### config.mk
export PLATFORM = sky130hd
export DESIGN_NAME = supply_temp_sense_monitor
export DESIGN_NICKNAME = d
export VERILOG_FILES = /design/src/sense_pkg.sv /design/src/supply_temp_sense_monitor.sv /design/src/pulse_stretch.sv /design/src/sync3.sv
export SDC_FILE = /design/constraint.sdc
export NUM_CORES = 1
export LEC_CHECK = 0
export BUFFER_PORTS_ARGS = -buffer_cell sky130_fd_sc_hd__clkbuf_2
export CELL_PAD_IN_SITES_DETAIL_PLACEMENT = 0
export CELL_PAD_IN_SITES_GLOBAL_PLACEMENT = 2
export CORE_MARGIN = 1.5
export CORE_UTILIZATION = 31
export CTS_BUF_LIST = sky130_fd_sc_hd__clkbuf_2
export DETAILED_ROUTE_END_ITERATION = 6
export HOLD_SLACK_MARGIN = 0.05
export PLACE_DENSITY = 0.85
export SYNTH_ARGS = -nofsm -noshare
export SYNTH_HDL_FRONTEND = slang
export SYNTH_SLANG_ARGS = --single-unit
export TNS_END_PERCENT = 1
### constraint.sdc
create_clock -name clk -period 2.5 [get_ports clk]
set_clock_uncertainty 0.2 [all_clocks]
set_input_delay 0.75 -clock clk [delete_from_list [all_inputs] [get_ports clk]]
set_output_delay 0.75 -clock clk [all_outputs]
set_load 0.05 [all_outputs]
### src/sense_pkg.sv
// Package with register map, field layouts and timing for the sense monitor
package sense_pkg;

  // ==========================================================================
  // Register byte offsets
  localparam logic [7:0] SENSOR_CTRL_OFFSET   = 8'h00;
  localparam logic [7:0] CHANNEL_SEL_OFFSET   = 8'h04;
  localparam logic [7:0] THERMAL_CTRL_OFFSET  = 8'h08;
  localparam logic [7:0] SUPPLY_CTRL_OFFSET   = 8'h0c;
  localparam logic [7:0] RESET_STATUS_OFFSET  = 8'h10;

  // ==========================================================================
  // Field positions
  localparam int MEAS_START_POS   = 0;
  localparam int STAGE_EN_LSB     = 1;
  localparam int SUPPLY_EN_POS    = 0;
  localparam int LEVEL_SEL_LSB    = 1;
  localparam int SUPPLY_MASK_POS  = 4;
  localparam int SUPPLY_FLAG_POS  = 5;
  localparam int BROWNOUT_LS_POS  = 7;
  localparam int THERMAL_FLAG_POS = 0;
  localparam int BROWNOUT_FL_POS  = 1;

  // ==========================================================================
  // Codes and reset values
  localparam logic [1:0] STAGE_VOLTAGE_CODE = 2'h2;
  localparam logic [4:0] CHANNEL_NONE       = 5'h00;
  localparam logic [7:0] REG_RESET          = 8'h00;
  localparam logic [15:0] COMPARE_RESET     = 16'h0001;

  // ==========================================================================
  // Timing
  localparam int CLK_FREQ_HZ     = 40_000_000;
  localparam int PULSE_LEN_NS    = 100;
  localparam int DISCHARGE_NS    = 250;
  localparam int PULSE_CYCLES    = (PULSE_LEN_NS * (CLK_FREQ_HZ / 1_000_000)
                                    + 999) / 1000;
  localparam int DISCHARGE_CYCLES = (DISCHARGE_NS * (CLK_FREQ_HZ / 1_000_000)
                                    + 999) / 1000;

  // ==========================================================================
  // Analog interface carrier
  typedef struct packed {
    logic       stage_on;
    logic       charging;
    logic [4:0] channel;
    logic [2:0] supply_level;
    logic       supply_on;
    logic       brownout_level;
    logic       thermal_armed;
  } analog_ctrl_type;

  typedef enum logic [1:0] {
    CONV_IDLE,
    CONV_CHARGE,
    CONV_DISCHARGE
  } conv_state_type;

endpackage : sense_pkg

### src/supply_temp_sense_monitor.sv
// Voltage sense, thermal shutdown and supply monitor control with AXI4-Lite
// ==========================================================================
// Operation
// - Sense stage runs only with stage enable set to voltage code.
// - Conversion loops charge to level, fixed discharge, one pulse per loop.
// - Each count pulse is stretched to a fixed length.
// - Start bit one begins conversion, zero stops; both timers start.
// - Timer2 compare match ends conversion and captures timer3.
// - Channel field is one-hot, five sources, zero selects none.
// - Unused bits of channel and thermal registers read zero.
// - Thermal shutdown armed while disable bit is zero.
// - Disable bit clears on every reset.
// - Overtemperature sets thermal reset flag only when armed.
// - Armed overtemperature forces reset and disables outputs at once.
// - Supply monitor works only while its enable bit is one.
// - Three-bit field picks one of eight supply thresholds.
// - Supply flag shows supply below selected threshold.
// - Mask and global enable gate the flag onto interrupt request.
// - Flag clears on vector execution or writing one.
// - One bit selects brown-out level; comparator applies hysteresis.
// - Set brown-out flag generates internal reset.
module supply_temp_sense_monitor
  import sense_pkg::*;
(
  input  wire logic        clk,
  input  wire logic        resetn,
  input  wire logic [7:0]  s_axi_awaddr,
  input  wire logic        s_axi_awvalid,
  output logic             s_axi_awready,
  input  wire logic [31:0] s_axi_wdata,
  input  wire logic [3:0]  s_axi_wstrb,
  input  wire logic        s_axi_wvalid,
  output logic             s_axi_wready,
  output logic [1:0]       s_axi_bresp,
  output logic             s_axi_bvalid,
  input  wire logic        s_axi_bready,
  input  wire logic [7:0]  s_axi_araddr,
  input  wire logic        s_axi_arvalid,
  output logic             s_axi_arready,
  output logic [31:0]      s_axi_rdata,
  output logic [1:0]       s_axi_rresp,
  output logic             s_axi_rvalid,
  input  wire logic        s_axi_rready,
  input  wire logic        level_reached,
  input  wire logic        over_temp,
  input  wire logic        supply_below,
  input  wire logic        brownout_below,
  input  wire logic        timer2_match,
  input  wire logic        global_irq_enable,
  input  wire logic        supply_vector_ack,
  output analog_ctrl_type  analog_ctrl_q,
  output logic             sense_pulse_out,
  output logic             timers_start_q,
  output logic             timer3_capture_q,
  output logic             supply_irq_q,
  output logic             internal_reset_q,
  output logic             shutdown_q
);

  // ==========================================================================
  // Decode helpers
  function automatic logic is_onehot5(input logic [4:0] v);
    return (v != 5'h00) && ((v & (v - 5'h01)) == 5'h00);
  endfunction : is_onehot5

  // ==========================================================================
  // Synchronised analog inputs
  logic       level_s, temp_s, supply_s, brown_s;
  logic [3:0] async_bus;
  logic [3:0] sync_bus;
  assign async_bus = {brownout_below, supply_below, over_temp, level_reached};
  assign {brown_s, supply_s, temp_s, level_s} = sync_bus;
  for (genvar i = 0; i < 4; i++) begin : g_sync
    sync3 u_sync (
      .clk      (clk),
      .resetn   (resetn),
      .async_in (async_bus[i]),
      .level_q  (sync_bus[i])
    );
  end

  // ==========================================================================
  // Register state
  logic       meas_start_q;
  logic [1:0] stage_en_q;
  logic [4:0] channel_q;
  logic       shutdown_dis_q;
  logic       supply_en_q;
  logic [2:0] level_sel_q;
  logic       supply_mask_q;
  logic       supply_flag_q;
  logic       brown_ls_q;
  logic       brown_pd_q;
  logic       thermal_flag_q;
  logic       brown_flag_q;
  logic       stage_on;
  logic       armed;
  logic       conv_end;
  assign stage_on = (stage_en_q == STAGE_VOLTAGE_CODE);
  assign armed    = !shutdown_dis_q;

  // ==========================================================================
  // AXI4-Lite write channel
  logic       aw_held_q;
  logic       w_held_q;
  logic [7:0] awaddr_q;
  logic [31:0] wdata_q;
  logic [3:0] wstrb_q;
  logic       wr_fire;
  assign wr_fire = aw_held_q && w_held_q && !s_axi_bvalid;
  always_ff @(posedge clk) begin
    if (!resetn) begin
      aw_held_q     <= 1'b0;
      w_held_q      <= 1'b0;
      awaddr_q      <= 8'h00;
      wdata_q       <= 32'h0000_0000;
      wstrb_q       <= 4'h0;
      s_axi_awready <= 1'b0;
      s_axi_wready  <= 1'b0;
      s_axi_bvalid  <= 1'b0;
      s_axi_bresp   <= 2'h0;
    end else begin
      s_axi_awready <= !aw_held_q && !s_axi_awready;
      s_axi_wready  <= !w_held_q && !s_axi_wready;
      if (s_axi_awvalid && s_axi_awready) begin
        aw_held_q <= 1'b1;
        awaddr_q  <= s_axi_awaddr;
        s_axi_awready <= 1'b0;
      end
      if (s_axi_wvalid && s_axi_wready) begin
        w_held_q <= 1'b1;
        wdata_q  <= s_axi_wdata;
        wstrb_q  <= s_axi_wstrb;
        s_axi_wready <= 1'b0;
      end
      if (wr_fire) begin
        aw_held_q    <= 1'b0;
        w_held_q     <= 1'b0;
        s_axi_bvalid <= 1'b1;
        s_axi_bresp  <= (awaddr_q[1:0] == 2'h0 &&
                         awaddr_q <= RESET_STATUS_OFFSET) ? 2'h0 : 2'h2;
      end else if (s_axi_bvalid && s_axi_bready) begin
        s_axi_bvalid <= 1'b0;
      end
    end
  end
  logic wr_ok;
  assign wr_ok = wr_fire && wstrb_q[0];

  // ==========================================================================
  // Control registers
  always_ff @(posedge clk) begin
    if (!resetn || internal_reset_q) begin
      meas_start_q   <= 1'b0;
      stage_en_q     <= 2'h0;
      channel_q      <= CHANNEL_NONE;
      shutdown_dis_q <= 1'b0;
      supply_en_q    <= 1'b0;
      level_sel_q    <= 3'h0;
      supply_mask_q  <= 1'b0;
      brown_ls_q     <= 1'b0;
      brown_pd_q     <= 1'b0;
    end else begin
      if (conv_end) begin
        meas_start_q <= 1'b0;
      end
      if (wr_ok) begin
        case (awaddr_q)
          SENSOR_CTRL_OFFSET: begin
            meas_start_q <= wdata_q[MEAS_START_POS];
            stage_en_q   <= wdata_q[STAGE_EN_LSB +: 2];
          end
          CHANNEL_SEL_OFFSET:  channel_q <= wdata_q[4:0];
          THERMAL_CTRL_OFFSET: shutdown_dis_q <= wdata_q[0];
          SUPPLY_CTRL_OFFSET: begin
            supply_en_q   <= wdata_q[SUPPLY_EN_POS];
            level_sel_q   <= wdata_q[LEVEL_SEL_LSB +: 3];
            supply_mask_q <= wdata_q[SUPPLY_MASK_POS];
            brown_pd_q    <= wdata_q[6];
            brown_ls_q    <= wdata_q[BROWNOUT_LS_POS];
          end
          default: ;
        endcase
      end
    end
  end

  // ==========================================================================
  // Flags: hardware set wins over software clear
  always_ff @(posedge clk) begin
    if (!resetn) begin
      supply_flag_q  <= 1'b0;
      thermal_flag_q <= 1'b0;
      brown_flag_q   <= 1'b0;
    end else begin
      if (supply_en_q && supply_s) begin
        supply_flag_q <= 1'b1;
      end else if (supply_vector_ack ||
                   (wr_ok && awaddr_q == SUPPLY_CTRL_OFFSET &&
                    wdata_q[SUPPLY_FLAG_POS])) begin
        supply_flag_q <= 1'b0;
      end
      if (armed && temp_s) begin
        thermal_flag_q <= 1'b1;
      end else if (wr_ok && awaddr_q == RESET_STATUS_OFFSET &&
                   wdata_q[THERMAL_FLAG_POS]) begin
        thermal_flag_q <= 1'b0;
      end
      if (brown_s) begin
        brown_flag_q <= 1'b1;
      end else if (wr_ok && awaddr_q == RESET_STATUS_OFFSET &&
                   wdata_q[BROWNOUT_FL_POS]) begin
        brown_flag_q <= 1'b0;
      end
    end
  end

  // ==========================================================================
  // Conversion sequencer
  conv_state_type state_q;
  logic [7:0]     dis_cnt_q;
  logic           loop_pulse;
  assign conv_end = (state_q != CONV_IDLE) && timer2_match;
  assign loop_pulse = (state_q == CONV_CHARGE) && level_s;
  always_ff @(posedge clk) begin
    if (!resetn || internal_reset_q) begin
      state_q   <= CONV_IDLE;
      dis_cnt_q <= 8'h00;
    end else if (!meas_start_q || !stage_on || conv_end) begin
      state_q <= CONV_IDLE;
    end else begin
      case (state_q)
        CONV_IDLE: state_q <= CONV_CHARGE;
        CONV_CHARGE: begin
          if (level_s) begin
            state_q   <= CONV_DISCHARGE;
            dis_cnt_q <= 8'(DISCHARGE_CYCLES);
          end
        end
        CONV_DISCHARGE: begin
          if (dis_cnt_q > 8'h01) begin
            dis_cnt_q <= dis_cnt_q - 8'h01;
          end else begin
            state_q <= CONV_CHARGE;
          end
        end
        default:   state_q <= CONV_IDLE;
      endcase
    end
  end
  pulse_stretch u_stretch (
    .clk     (clk),
    .resetn  (resetn),
    .trigger (loop_pulse),
    .pulse_q (sense_pulse_out)
  );

  // ==========================================================================
  // Outputs
  always_ff @(posedge clk) begin
    if (!resetn) begin
      analog_ctrl_q    <= '0;
      timers_start_q   <= 1'b0;
      timer3_capture_q <= 1'b0;
      supply_irq_q     <= 1'b0;
      internal_reset_q <= 1'b0;
      shutdown_q       <= 1'b0;
    end else begin
      analog_ctrl_q.stage_on <= stage_on && !shutdown_q;
      analog_ctrl_q.charging <= (state_q == CONV_CHARGE);
      analog_ctrl_q.channel  <= (stage_on && is_onehot5(channel_q)) ?
                                channel_q : CHANNEL_NONE;
      analog_ctrl_q.supply_level   <= level_sel_q;
      analog_ctrl_q.supply_on      <= supply_en_q;
      analog_ctrl_q.brownout_level <= brown_ls_q;
      analog_ctrl_q.thermal_armed  <= armed;
      timers_start_q   <= meas_start_q && stage_on &&
                          (state_q == CONV_IDLE);
      timer3_capture_q <= conv_end;
      supply_irq_q     <= supply_flag_q && supply_mask_q &&
                          global_irq_enable;
      internal_reset_q <= brown_flag_q ||
                          (armed && temp_s);
      shutdown_q       <= armed && temp_s;
    end
  end

  // ==========================================================================
  // AXI4-Lite read channel
  logic [31:0] rd_word;
  always_comb begin
    rd_word = 32'h0000_0000;
    case (s_axi_araddr)
      SENSOR_CTRL_OFFSET:  rd_word[2:0] = {stage_en_q, meas_start_q};
      CHANNEL_SEL_OFFSET:  rd_word[4:0] = channel_q;
      THERMAL_CTRL_OFFSET: rd_word[0]   = shutdown_dis_q;
      SUPPLY_CTRL_OFFSET:  rd_word[7:0] = {brown_ls_q, brown_pd_q,
                                           supply_flag_q, supply_mask_q,
                                           level_sel_q, supply_en_q};
      RESET_STATUS_OFFSET: rd_word[1:0] = {brown_flag_q, thermal_flag_q};
      default:             rd_word = 32'h0000_0000;
    endcase
  end

  always_ff @(posedge clk) begin
    if (!resetn) begin
      s_axi_arready <= 1'b0;
      s_axi_rvalid  <= 1'b0;
      s_axi_rdata   <= 32'h0000_0000;
      s_axi_rresp   <= 2'h0;
    end else begin
      s_axi_arready <= !s_axi_rvalid && !s_axi_arready;
      if (s_axi_arvalid && s_axi_arready) begin
        s_axi_arready <= 1'b0;
        s_axi_rvalid  <= 1'b1;
        s_axi_rdata   <= rd_word;
        s_axi_rresp   <= (s_axi_araddr[1:0] == 2'h0 &&
                          s_axi_araddr <= RESET_STATUS_OFFSET) ? 2'h0 : 2'h2;
      end else if (s_axi_rvalid && s_axi_rready) begin
        s_axi_rvalid <= 1'b0;
      end
    end
  end

endmodule : supply_temp_sense_monitor

### src/pulse_stretch.sv
// Stretches a single trigger into a fixed-length count pulse
module pulse_stretch
  import sense_pkg::*;
(
  input  wire logic clk,
  input  wire logic resetn,
  input  wire logic trigger,
  output logic      pulse_q
);

  // ==========================================================================
  // Length counter
  logic [7:0] count_q;

  always_ff @(posedge clk) begin
    if (!resetn) begin
      count_q <= 8'h00;
      pulse_q <= 1'b0;
    end else if (trigger && count_q == 8'h00) begin
      count_q <= 8'(PULSE_CYCLES);
      pulse_q <= 1'b1;
    end else if (count_q > 8'h01) begin
      count_q <= count_q - 8'h01;
    end else begin
      count_q <= 8'h00;
      pulse_q <= 1'b0;
    end
  end

endmodule : pulse_stretch

### src/sync3.sv
// Three-flop synchroniser with agreement filter for an asynchronous level
module sync3 (
  input  wire logic clk,
  input  wire logic resetn,
  input  wire logic async_in,
  output logic      level_q
);

  // ==========================================================================
  // Chain: first flop feeds only the second
  logic s1_q;
  logic s2_q;
  logic s3_q;

  always_ff @(posedge clk) begin
    if (!resetn) begin
      s1_q    <= 1'b0;
      s2_q    <= 1'b0;
      s3_q    <= 1'b0;
      level_q <= 1'b0;
    end else begin
      s1_q <= async_in;
      s2_q <= s1_q;
      s3_q <= s2_q;
      if (s2_q == s3_q) begin
        level_q <= s3_q;
      end
    end
  end

endmodule : sync3

==> results.md, run 1 <==
* Clock-pin slew on the worst setup and hold paths at 290 ps
* Clk root buf: clkbuf_2
* CP bufs+invs at 1
* Mux contribution to synthesized area at 4.365%
* Critical path's top delay family: flip-flops
* Area leader, netlist: dfxtp_1
* Final setup viols at 0
* Min-delay worst type: primary input to flop
* Required @ worst endpoint at 1550 ps
* Post-synth top cells: dfxtp_1, nand2_1, a21oi_1, nor2_1, buf_4
* GP Congestion at 0.7677
* Ports at 126
* Post-synth cell types at 58
* Synth Area in Simple Gates at 23.26%
* Syn Inst Count at 478
* Final instance area at 4982 sq um
* Routed wire per std cell at 13.58 um
* Top cell type's share of synthesized area at 48.71%
* Count of input and output buffers at 72
* Initial antenna violation count at 1
* Largest net degree at the start of global routing at 37
* Antenna cells at 0
* Overflow after GRT at 0
* Seq cells post-synth at 106
* Synth-to-Final Area Change at 14.36%
* Largest family of logic cells by synthesized area: simple AND/OR/NAND/NOR gates
* ANT nets after route at 0
* GRT Overall Usage at 14.34%
* Main synth FF type: dfxtp_1
* Cell Area, Placed at 4860 sq um
* PwrDens at 644.1 nW/um^2
* Max cap viols at 0
* Die Ht at 121.6 um
* Critical path class: flop to primary output
* Total number of vias at 3,526
* CP arrival at 1360 ps
* Tmin final at 2308 ps
* Startpoint types: flop
* TNS Setup at 0 ps
* Clock buffer depth at 2
* Tcrit/Tclk final at 92.33%
* Final max-slew violation count at 0
* CTS tree: done
* Nets at 630
* Initial Util at 31.63%
* H-tree depth at 3
* Rows at 43
* Adder-Cell Fraction of Synth Area at 2.298%
* Placed cells at 723
* Pwr Total at 3.209 mW
* Core Region at 13,770 sq um
* DRC Markers at 0
* DIE AREA at 14,770 sq um
* Syn avg cell area at 9.114 sq um
* Share of layout cells above drive strength 1 at 20.04%
* Number of synthesized flops with an enable pin at 0
* Yosys warnings at 0
* Maximum clock rate at 433.2 MHz
* First-iteration detailed-routing DRC count at 161
* Sequential-to-total area share from yosys stat at 48.71%
* Number of global-route vias before repair at 3,267
* RSZ-0062 raised after global routing: no
* Cell Count, Final, Fillers Out at 739
* Most frequent cell after synthesis: dfxtp_1
* Status: complete, no violations
* Slew of the pin with the lowest slew margin at 621.7 ps
* CP cell instances: clkbuf_2
* Hold Fails Final Rpt at 0
* Max VDD drop at 0.3384 mV
* Critical Path Max Stage Delay at 460 ps
* Die X at 121.6 um
* CTS Sinks at 106
* Global-route wire length before repair at 16,310 um
* Static leakage at 2.014 nW
* Post-synthesis xor/xnor area fraction at 1.206%
* Vias/cell at 4.771
* Mapped Area at 4357 sq um
* DP HPWL at 7403 um
* CP Max Fanout at 2
* Compound-cell area share of the yosys netlist at 12.58%
* Drt first pass iters at 4
* CTS Buf Count at 9
* Ys async rst share at 0%
* Critical path's slowest cell: dfxtp_1
* Synth area leaders: dfxtp_1, buf_4, a21oi_1
* Final WL at 10,040 um
* Latest clock arrival within the worst-skew pair at 600 ps
* CP Capture Type: primary output
* Max-slew headroom at 58.20%
-- cell type report --
| cell class | count | area [sq um] |
|---|---|---|
| repair buffers | 87 | 478.0 |
| fillers | 1466 | 8791 |
| clock inverters | 5 | 56.30 |
| inverters | 14 | 52.55 |
| clock buffers | 9 | 45.04 |
| multi-input cells | 338 | 2002 |
| flip-flops and latches | 106 | 2123 |
| well taps | 180 | 225.2 |
-- report_power, final --
group,leakage [nW],internal (mW),switching (mW),total (mW)
Sequential,0.861,1.78,0.0831,1.87
Clock,0.0640,0.220,0.543,0.763
Combinational,1.09,0.209,0.371,0.581
Total,2.01,2.21,0.997,3.21
-- layer usage --
layer / wire, um / vias to the layer above / track usage (%)
met3: 581 / 9 / 4.869
met2: 4874 / 85 / 23.52
met4: 129 / 2 / 4.485
met5: 13 / - / 0
met1: 4438 / 1663 / 17.76
li1: - / 1767 / -
-- placed cells by master, fill, tap and decap left out, drive strengths merged, types with 4 or more instances in the layout --
cell type	count
ha	8
inv	15
or3	6
nor3	12
nand2b	6
nand4	4
dfxtp	106
and2	24
mux2i	19
o21ai	22
nor2	39
xnor2	5
clkbuf	81
nor4	7
o31ai	5
a21oi	38
or2	4
buf	13
nand3	13
conb	26
or4	9
nand2	45
and3	6
-- per-stage QoR --
stage | utilization (%) | hold WS (ps) | setup slack (ps)
global route | 36.17 | 54.79 | 57.43
finish | 36.17 | 124.1 | 191.8
global placement | 35.28 | 220.4 | 84.72
CTS | 36.09 | 68.33 | 6.087
floorplan | - | 211.9 | 171.4
detailed placement | 35.28 | 219.6 | 93.52
-- cell families after synthesis --
| family | count (synthesis) |
|---|---|
| and+or+nand+nor | 187 |
| AOI/OAI and AO/OA | 92 |
| xor gates and xnor gates | 6 |
| adders and majority gates | 8 |
| DFF | 106 |
| muxes | 19 |
| buffers and inverters | 59 |
| other | 1 |
-- worst reg2reg max path: cells and delay by family (launching register included) --
kind / cells / cell delay (ps)
adders and majority gates: 1 / 290
and+or+nand+nor: 3 / 840
buffers and inverters: 2 / 340
AOI/OAI and AO/OA: 1 / 140
DFF: 1 / 420
-- final timing paths --
path / from / to / slack (ps) / cells after the start
setup / recovery: shutdown_q / shutdown_q / 190 / 1
hold / removal: s_axi_wdata[4] / wdata_q[4] / 120 / 3
setup reg to reg: state_q[1] / dis_cnt_q[2] / 220 / 7
hold reg to reg: brown_pd_q / s_axi_rdata[6] / 270 / 2
-- registers in the layout (all words and copies together) (netlist names), 2 cells and up --
name                   count
analog_ctrl_q             13
awaddr_q                   8
dis_cnt_q                  8
s_axi_rdata                8
u_stretch.count_q          8
wdata_q                    8
channel_q                  5
g_sync.u_sync.level_q      4
g_sync.u_sync.s1_q         4
g_sync.u_sync.s2_q         4
g_sync.u_sync.s3_q         4
level_sel_q                3
stage_en_q                 2
state_q                    2
-- timing repair --
action                                  in CTS  in global routing
endpoints found under the setup margin       0                  1
setup buffers                                0                  0
hold buffers                                 1                  1
resized for setup                            0                  1
endpoints found under the hold margin        1                  1
No activity file was read; power rests on OpenSTA's default activity.
==> inputs of run 2 (changes only) <==
--- a/config.mk
+++ b/config.mk
@@ -14,6 +14,7 @@
 export DETAILED_ROUTE_END_ITERATION = 6
 export HOLD_SLACK_MARGIN = 0.05
 export PLACE_DENSITY = 0.85
+export RECOVER_POWER = 50
 export SYNTH_ARGS = -nofsm -noshare
 export SYNTH_HDL_FRONTEND = slang
 export SYNTH_SLANG_ARGS = --single-unit
==> results.md, run 2 (synthesis results as in run 1) <==
* Status: complete, no violations
* H-tree depth at 3 (unchanged)
* Final max-slew violation count at 0 (unchanged)
* R2r worst-path depth at 7 (unchanged)
* DRC Markers at 0 (unchanged)
* Max VDD drop at 0.3371 mV (-0.37%)
* Tcrit/Tclk final at 92.87% (+0.54 points)
* Critical Path Start: shutdown_q
* FILL cells at 1,470 (+0.27%)
* Critical Path Max Stage Delay at 460 ps (about the same)
* CTS tree: done
* Comb pwr share at 18.0% (about the same)
* GP Congestion at 0.7677 (unchanged)
* DP HPWL at 7403 um (unchanged)
* Hold path depth at 3 (unchanged)
* CP arrival at 1370 ps (about the same)
* CP Max Fanout at 2 (unchanged)
* Flop2flop setup slack at 220 ps (about the same)
* TNS Setup at 0 ps (unchanged)
* Core Region at 13,770 sq um (unchanged)
* P_int at 2.209 mW (-0.12%)
* Clock buffer depth at 2 (unchanged)
* DIE AREA at 14,770 sq um (unchanged)
* Latest clock arrival within the worst-skew pair at 610 ps (about the same)
* Required @ worst endpoint at 1550 ps (about the same)
* Routed wire per std cell at 13.61 um (+0.20%)
* Largest net degree at the start of global routing at 37 (unchanged)
* Sw Pwr at 1.001 mW (+0.33%)
* Ports at 126 (unchanged)
* CP bufs+invs at 1 (unchanged)
* Largest Register: analog_ctrl_q
* Most frequent cells in the layout: dfxtp_1, clkbuf_2, nand2_1, nor2_1, a21oi_1
* Clk root buf: clkbuf_2
* Die Ht at 121.6 um (unchanged)
* Synth-to-Final Area Change at 14.07%
* Overflow after GRT at 0 (unchanged)
* Critical path's slowest cell: dfxtp_1
* PwrDens at 645.9 nW/um^2 (+0.27%)
* Global-route wire length before repair at 16,310 um (unchanged)
* Initial Util at 31.63% (unchanged)
* Antenna cells at 0 (unchanged)
* Hold Fails Final Rpt at 0 (unchanged)
* Hold_sp: s_axi_wdata[4]
* Maximum clock rate at 430.7 MHz (-0.59%)
* RSZ-0062 raised after global routing: no
* Slew of the pin with the lowest slew margin at 621.5 ps (-0.2141 ps)
* Nets at 630 (unchanged)
* ANT nets after route at 0 (unchanged)
* Share of layout cells above drive strength 1 at 19.14% (-0.89 points)
* Final Util at 36.08% (-0.091 points)
* Reg-to-Reg Start: state_q[1]
* Hold path endpoint: wdata_q[4]
* Largest register FFs at 13 (unchanged)
* Clock-pin slew on the worst setup and hold paths at 300 ps (about the same)
* Number of global-route vias before repair at 3,267 (unchanged)
* CTS Sinks at 106 (unchanged)
* Static leakage at 1.991 nW (-1.1%)
* Count of input and output buffers at 72 (unchanged)
* Total number of vias at 3,521 (-0.14%)
* Sw Ratio at 31.17% (+0.098 points)
* FF-to-FF End: dis_cnt_q[2]
* Max cap viols at 0 (unchanged)
* Critical path's top delay family: flip-flops
* Clk network pwr share at 23.9% (about the same)
* Final WL at 10,060 um (+0.20%)
* Final setup viols at 0 (unchanged)
* CP cell instances: clkbuf_2
* Most common cell after layout, fill and taps aside: dfxtp_1
* Rows at 43 (unchanged)
* CP Capture Type: primary output
* CTS Buf Count at 9 (unchanged)
* Critical path class: flop to primary output
* Initial antenna violation count at 1 (unchanged)
* Tmin final at 2322 ps (+13.61 ps)
* Vias/cell at 4.765 (-0.14%)
* Startpoint types: flop
* Max-slew headroom at 58.21% (about the same)
* Drt first pass iters at 4 (unchanged)
* Min-delay worst type: primary input to flop
* First-iteration detailed-routing DRC count at 175 (+8.7%)
* Die X at 121.6 um (unchanged)
* Sequential fraction of design power at 58.1% (about the same)
* GRT Overall Usage at 14.34% (unchanged)
==> run 2: changes by cell type in the layout (fill, tap and decap cells not counted), sizes merged <==
| cell | before | now |
|---|---|---|
| clkbuf | 81 | 84 |
| clkinv | 2 | 3 |
| buf | 13 | 10 |
| inv | 15 | 14 |
==> run 2: final cells by class <==
| cell class | count | area [sq um] | share of cell area [%] |
|---|---|---|---|
| Clock buffer | 9 | 45.04 | 0.9063 |
| Clock inverter | 5 | 56.30 | 1.133 |
| Inverter | 14 | 52.55 | 1.057 |
| Multi-Input combinational cell | 338 | 1998 | 40.21 |
| Sequential cell | 106 | 2123 | 42.72 |
| Tap cell | 180 | 225.2 | 4.532 |
| Timing Repair Buffer | 87 | 469.2 | 9.441 |
==> run 2: what timing repair did <==
action | 4_1_cts | 5_1_grt
hold endpoints to repair | 1 | 1
setup buffers | 0 | 0
setup endpoints to repair | 0 | 1
resized for setup | 0 | 1
hold buffers | 1 | 1
==> run 2: per-stage QoR <==
step | cell area, sq um | power [mW] | setup slack, ps | hold slack, ps | instances
floorplan | 4451 | 2.380 | 171.4 | 211.9 | 503
global placement | 4860 | 2.462 | 84.72 | 220.4 | 723
detailed placement | 4860 | 2.480 | 93.52 | 219.6 | 723
CTS | 4971 | 3.252 | 6.087 | 68.33 | 738
global route | 4970 | 3.400 | 57.43 | 54.79 | 739
finish | 4970 | 3.210 | 178.2 | 110.9 | 739
==> run 2: worst reg2reg max path: cells and delay by family (launching register included) <==
family,cells,cell delay [ps]
AOI/OAI and AO/OA,1,140
DFF,1,420
and+or+nand+nor,3,840
adders and majority gates,1,290
buffers and inverters,2,340
==> run 2: power groups by stage <==
stage / logic (mW) / clock network (mW) / registers, mW
after CTS: 0.586 / 0.800 / 1.87
after global routing: 0.645 / 0.873 / 1.88
final: 0.578 / 0.766 / 1.87
after global placement: 0.569 / 0 / 1.89
after floorplan: 0.468 / 0 / 1.91
after detailed placement: 0.583 / 0 / 1.90
==> run 2: layer usage <==
layer | track usage, % | share of wire [%] | up-vias
met2 | 23.52 | 48 | 79
met5 | 0 | 0.13 | -
met1 | 17.76 | 45 | 1661
met4 | 4.485 | 1.4 | 2
li1 | - | - | 1765
met3 | 4.869 | 5.4 | 14
==> run 2: worst max-delay path by stage <==
stage	end	slack [ps]	cells past startpoint
2_1_floorplan	s_axi_rdata[2]	170	4
3_3_place_gp	s_axi_rdata[3]	80	5
3_5_place_dp	s_axi_rdata[3]	90	5
4_1_cts	s_axi_awready	6	1
5_1_grt	s_axi_awready	60	1
6_report	shutdown_q	180	1
==> inputs of run 3 (changes only) <==
==> constraint.sdc (replaced) <==
create_clock -name clk -period 2.5 [get_ports clk]
set_clock_uncertainty 0.2 [all_clocks]
set_input_delay 0.75 -clock clk [delete_from_list [all_inputs] [get_ports clk]]
set_output_delay 0.75 -clock clk [all_outputs]
set_load 0.1 [all_outputs]
==> results.md, run 3 (synthesis results as in run 1) <==
* Status: complete, no violations
* CTS Buf Count at 9 (unchanged)
* CP arrival at 1440 ps (+70 ps)
* Core Region at 13,770 sq um (unchanged)
* Vias/cell at 4.611 (-3.2%)
* Critical path's slowest cell: clkbuf_2
* RSZ-0062 raised after global routing: no
* Required @ worst endpoint at 1550 ps (about the same)
* Count of input and output buffers at 72 (unchanged)
* Maximum clock rate at 418.6 MHz (-2.8%)
* Max cap viols at 0 (unchanged)
* Final WL at 10,020 um (-0.39%)
* Hold Fails Final Rpt at 0 (unchanged)
* Hold_sp: s_axi_wdata[2]
* Final Util at 36.98% (+0.90 points)
* DIE AREA at 14,770 sq um (unchanged)
* Largest net degree at the start of global routing at 37 (unchanged)
* CP Max Fanout at 2 (unchanged)
* Clk root buf: clkbuf_2
* CP bufs+invs at 1 (unchanged)
* Hold path depth at 3 (unchanged)
* Antenna cells at 0 (unchanged)
* Critical path's top delay family: buffers and inverters
* DRC Markers at 0 (unchanged)
* Initial antenna violation count at 0 (-1)
* R2r worst-path depth at 7 (unchanged)
* First-iteration detailed-routing DRC count at 175 (unchanged)
* GRT Overall Usage at 14.15% (-0.19 points)
* Global-route wire length before repair at 16,100 um (-1.3%)
* Tcrit/Tclk final at 95.57% (+2.7 points)
* CTS tree: done
* Nets at 639 (+1.4%)
* Min-delay worst type: primary input to flop
* Most frequent cells in the layout: dfxtp_1, clkbuf_2, nand2_1, nor2_1, a21oi_1
* Final max-slew violation count at 0 (unchanged)
* Routed wire per std cell at 13.38 um (-1.7%)
* Overflow after GRT at 0 (unchanged)
* Tmin final at 2389 ps (+67.38 ps)
* Synth-to-Final Area Change at 16.92%
* Rows at 43 (unchanged)
* Largest register FFs at 13 (unchanged)
* Final setup viols at 0 (unchanged)
* Flop2flop setup slack at 230 ps (about the same)
* Reg-to-Reg Start: dis_cnt_q[0]
* Critical path class: flop to primary output
* GP Congestion at 0.7890 (+2.8%)
* Startpoint types: flop
* CP Capture Type: primary output
* Max-slew headroom at 10.74% (-47 points)
* FF-to-FF End: dis_cnt_q[5]
* Clock-pin slew on the worst setup and hold paths at 290 ps (about the same)
* TNS Setup at 0 ps (unchanged)
* Drt first pass iters at 4 (unchanged)
* H-tree depth at 3 (unchanged)
* Final instance area at 5094 sq um (+2.5%)
* Slew of the pin with the lowest slew margin at 1339 ps (+717.4 ps)
* Critical Path Max Stage Delay at 460 ps (about the same)
* CTS Sinks at 106 (unchanged)
* Cell Area, Placed at 4867 sq um (+0.15%)
* Number of global-route vias before repair at 3,352 (+2.6%)
* PwrDens at 661.4 nW/um^2 (+2.4%)
* Ports at 126 (unchanged)
* Hold path endpoint: wdata_q[2]
* Static leakage at 2.039 nW (+2.4%)
* Total number of vias at 3,454 (-1.9%)
* ANT nets after route at 0 (unchanged)
* CP cell instances: clkbuf_2
* Latest clock arrival within the worst-skew pair at 610 ps (about the same)
* DP HPWL at 7280 um (-1.7%)
* Max VDD drop at 0.3134 mV (-7.1%)
* Share of layout cells above drive strength 1 at 18.80% (-0.34 points)
* Largest Register: analog_ctrl_q
* Initial Util at 31.63% (unchanged)
* Clock buffer depth at 2 (unchanged)
* Die Ht at 121.6 um (unchanged)
* Most common cell after layout, fill and taps aside: dfxtp_1
* Die X at 121.6 um (unchanged)
## run 3: cell count changes in the layout (fill, tap and decap cells not counted), sizes merged
cell,change
buf,+10
clkbuf,-8
dlygate4sd3,+8
## run 3: area by class of cell
class	instances	area [sq um]
Inverter	14	52.55
Sequential cell	106	2122
Timing Repair Buffer	96	593.1
Clock buffer	10	50.05
Clock inverter	5	55.05
Tap cell	180	225.2
Multi-Input combinational cell	338	1996
Fill cell	1490	8680
## run 3: how the worst max path moves through the flow
stage	start	endpoint	slack, ps	cells past startpoint
2_1_floorplan	s_axi_bvalid	level_sel_q[1]	160	4
3_3_place_gp	s_axi_araddr[0]	s_axi_rdata[3]	130	5
3_5_place_dp	s_axi_araddr[0]	s_axi_rdata[3]	100	5
4_1_cts	s_axi_rdata[7]	s_axi_rdata[7]	2	1
5_1_grt	s_axi_rdata[3]	s_axi_rdata[3]	3	1
6_report	s_axi_rdata[3]	s_axi_rdata[3]	110	1
## run 3: through the flow
| step | hold slack [ps] | total power [mW] | std cells | setup WS (ps) |
|---|---|---|---|---|
| 3_5_place_dp | 221.1 | 2.605 | 724 | 100.0 |
| 2_1_floorplan | 211.9 | 2.507 | 503 | 160.1 |
| 4_1_cts | 51.08 | 3.409 | 741 | 2.495 |
| 6_report | 137.9 | 3.369 | 749 | 110.8 |
| 3_3_place_gp | 219.5 | 2.591 | 724 | 127.3 |
| 5_1_grt | 58.70 | 3.574 | 749 | 2.650 |
## run 3: worst reg2reg max path: cells and delay by family, from the launching register on
family          cells  cell delay, ps
simple gates        2             700
flops               1             480
fa+ha+maj           1             210
buf+inv             2             240
compound gates      2             400
## run 3: repair_timing
action | 4_1_cts | 5_1_grt
endpoints found under the setup margin | 10 | 13
setup buffers | 0 | 0
resized for setup | 10 | 18
pin swaps | 0 | 0
hold endpoints to repair | 2 | 8
hold buffers | 2 | 8
## run 3: metal layers
layer / GRT usage, % / up-vias / routed length [um] / part of all wire, %
met5: 0 / - / 0 / 0
met4: 4.779 / 0 / 140 / 1.4
met3: 5.009 / 13 / 610 / 6.1
met1: 17.17 / 1581 / 4474 / 45
li1: - / 1786 / - / -
met2: 23.31 / 74 / 4793 / 48
## run 3: power by group
group	switching, mW	leakage, nW	internal (mW)
Sequential	0.0782	0.861	1.78
Clock	0.555	0.0658	0.228
Combinational	0.503	1.11	0.223
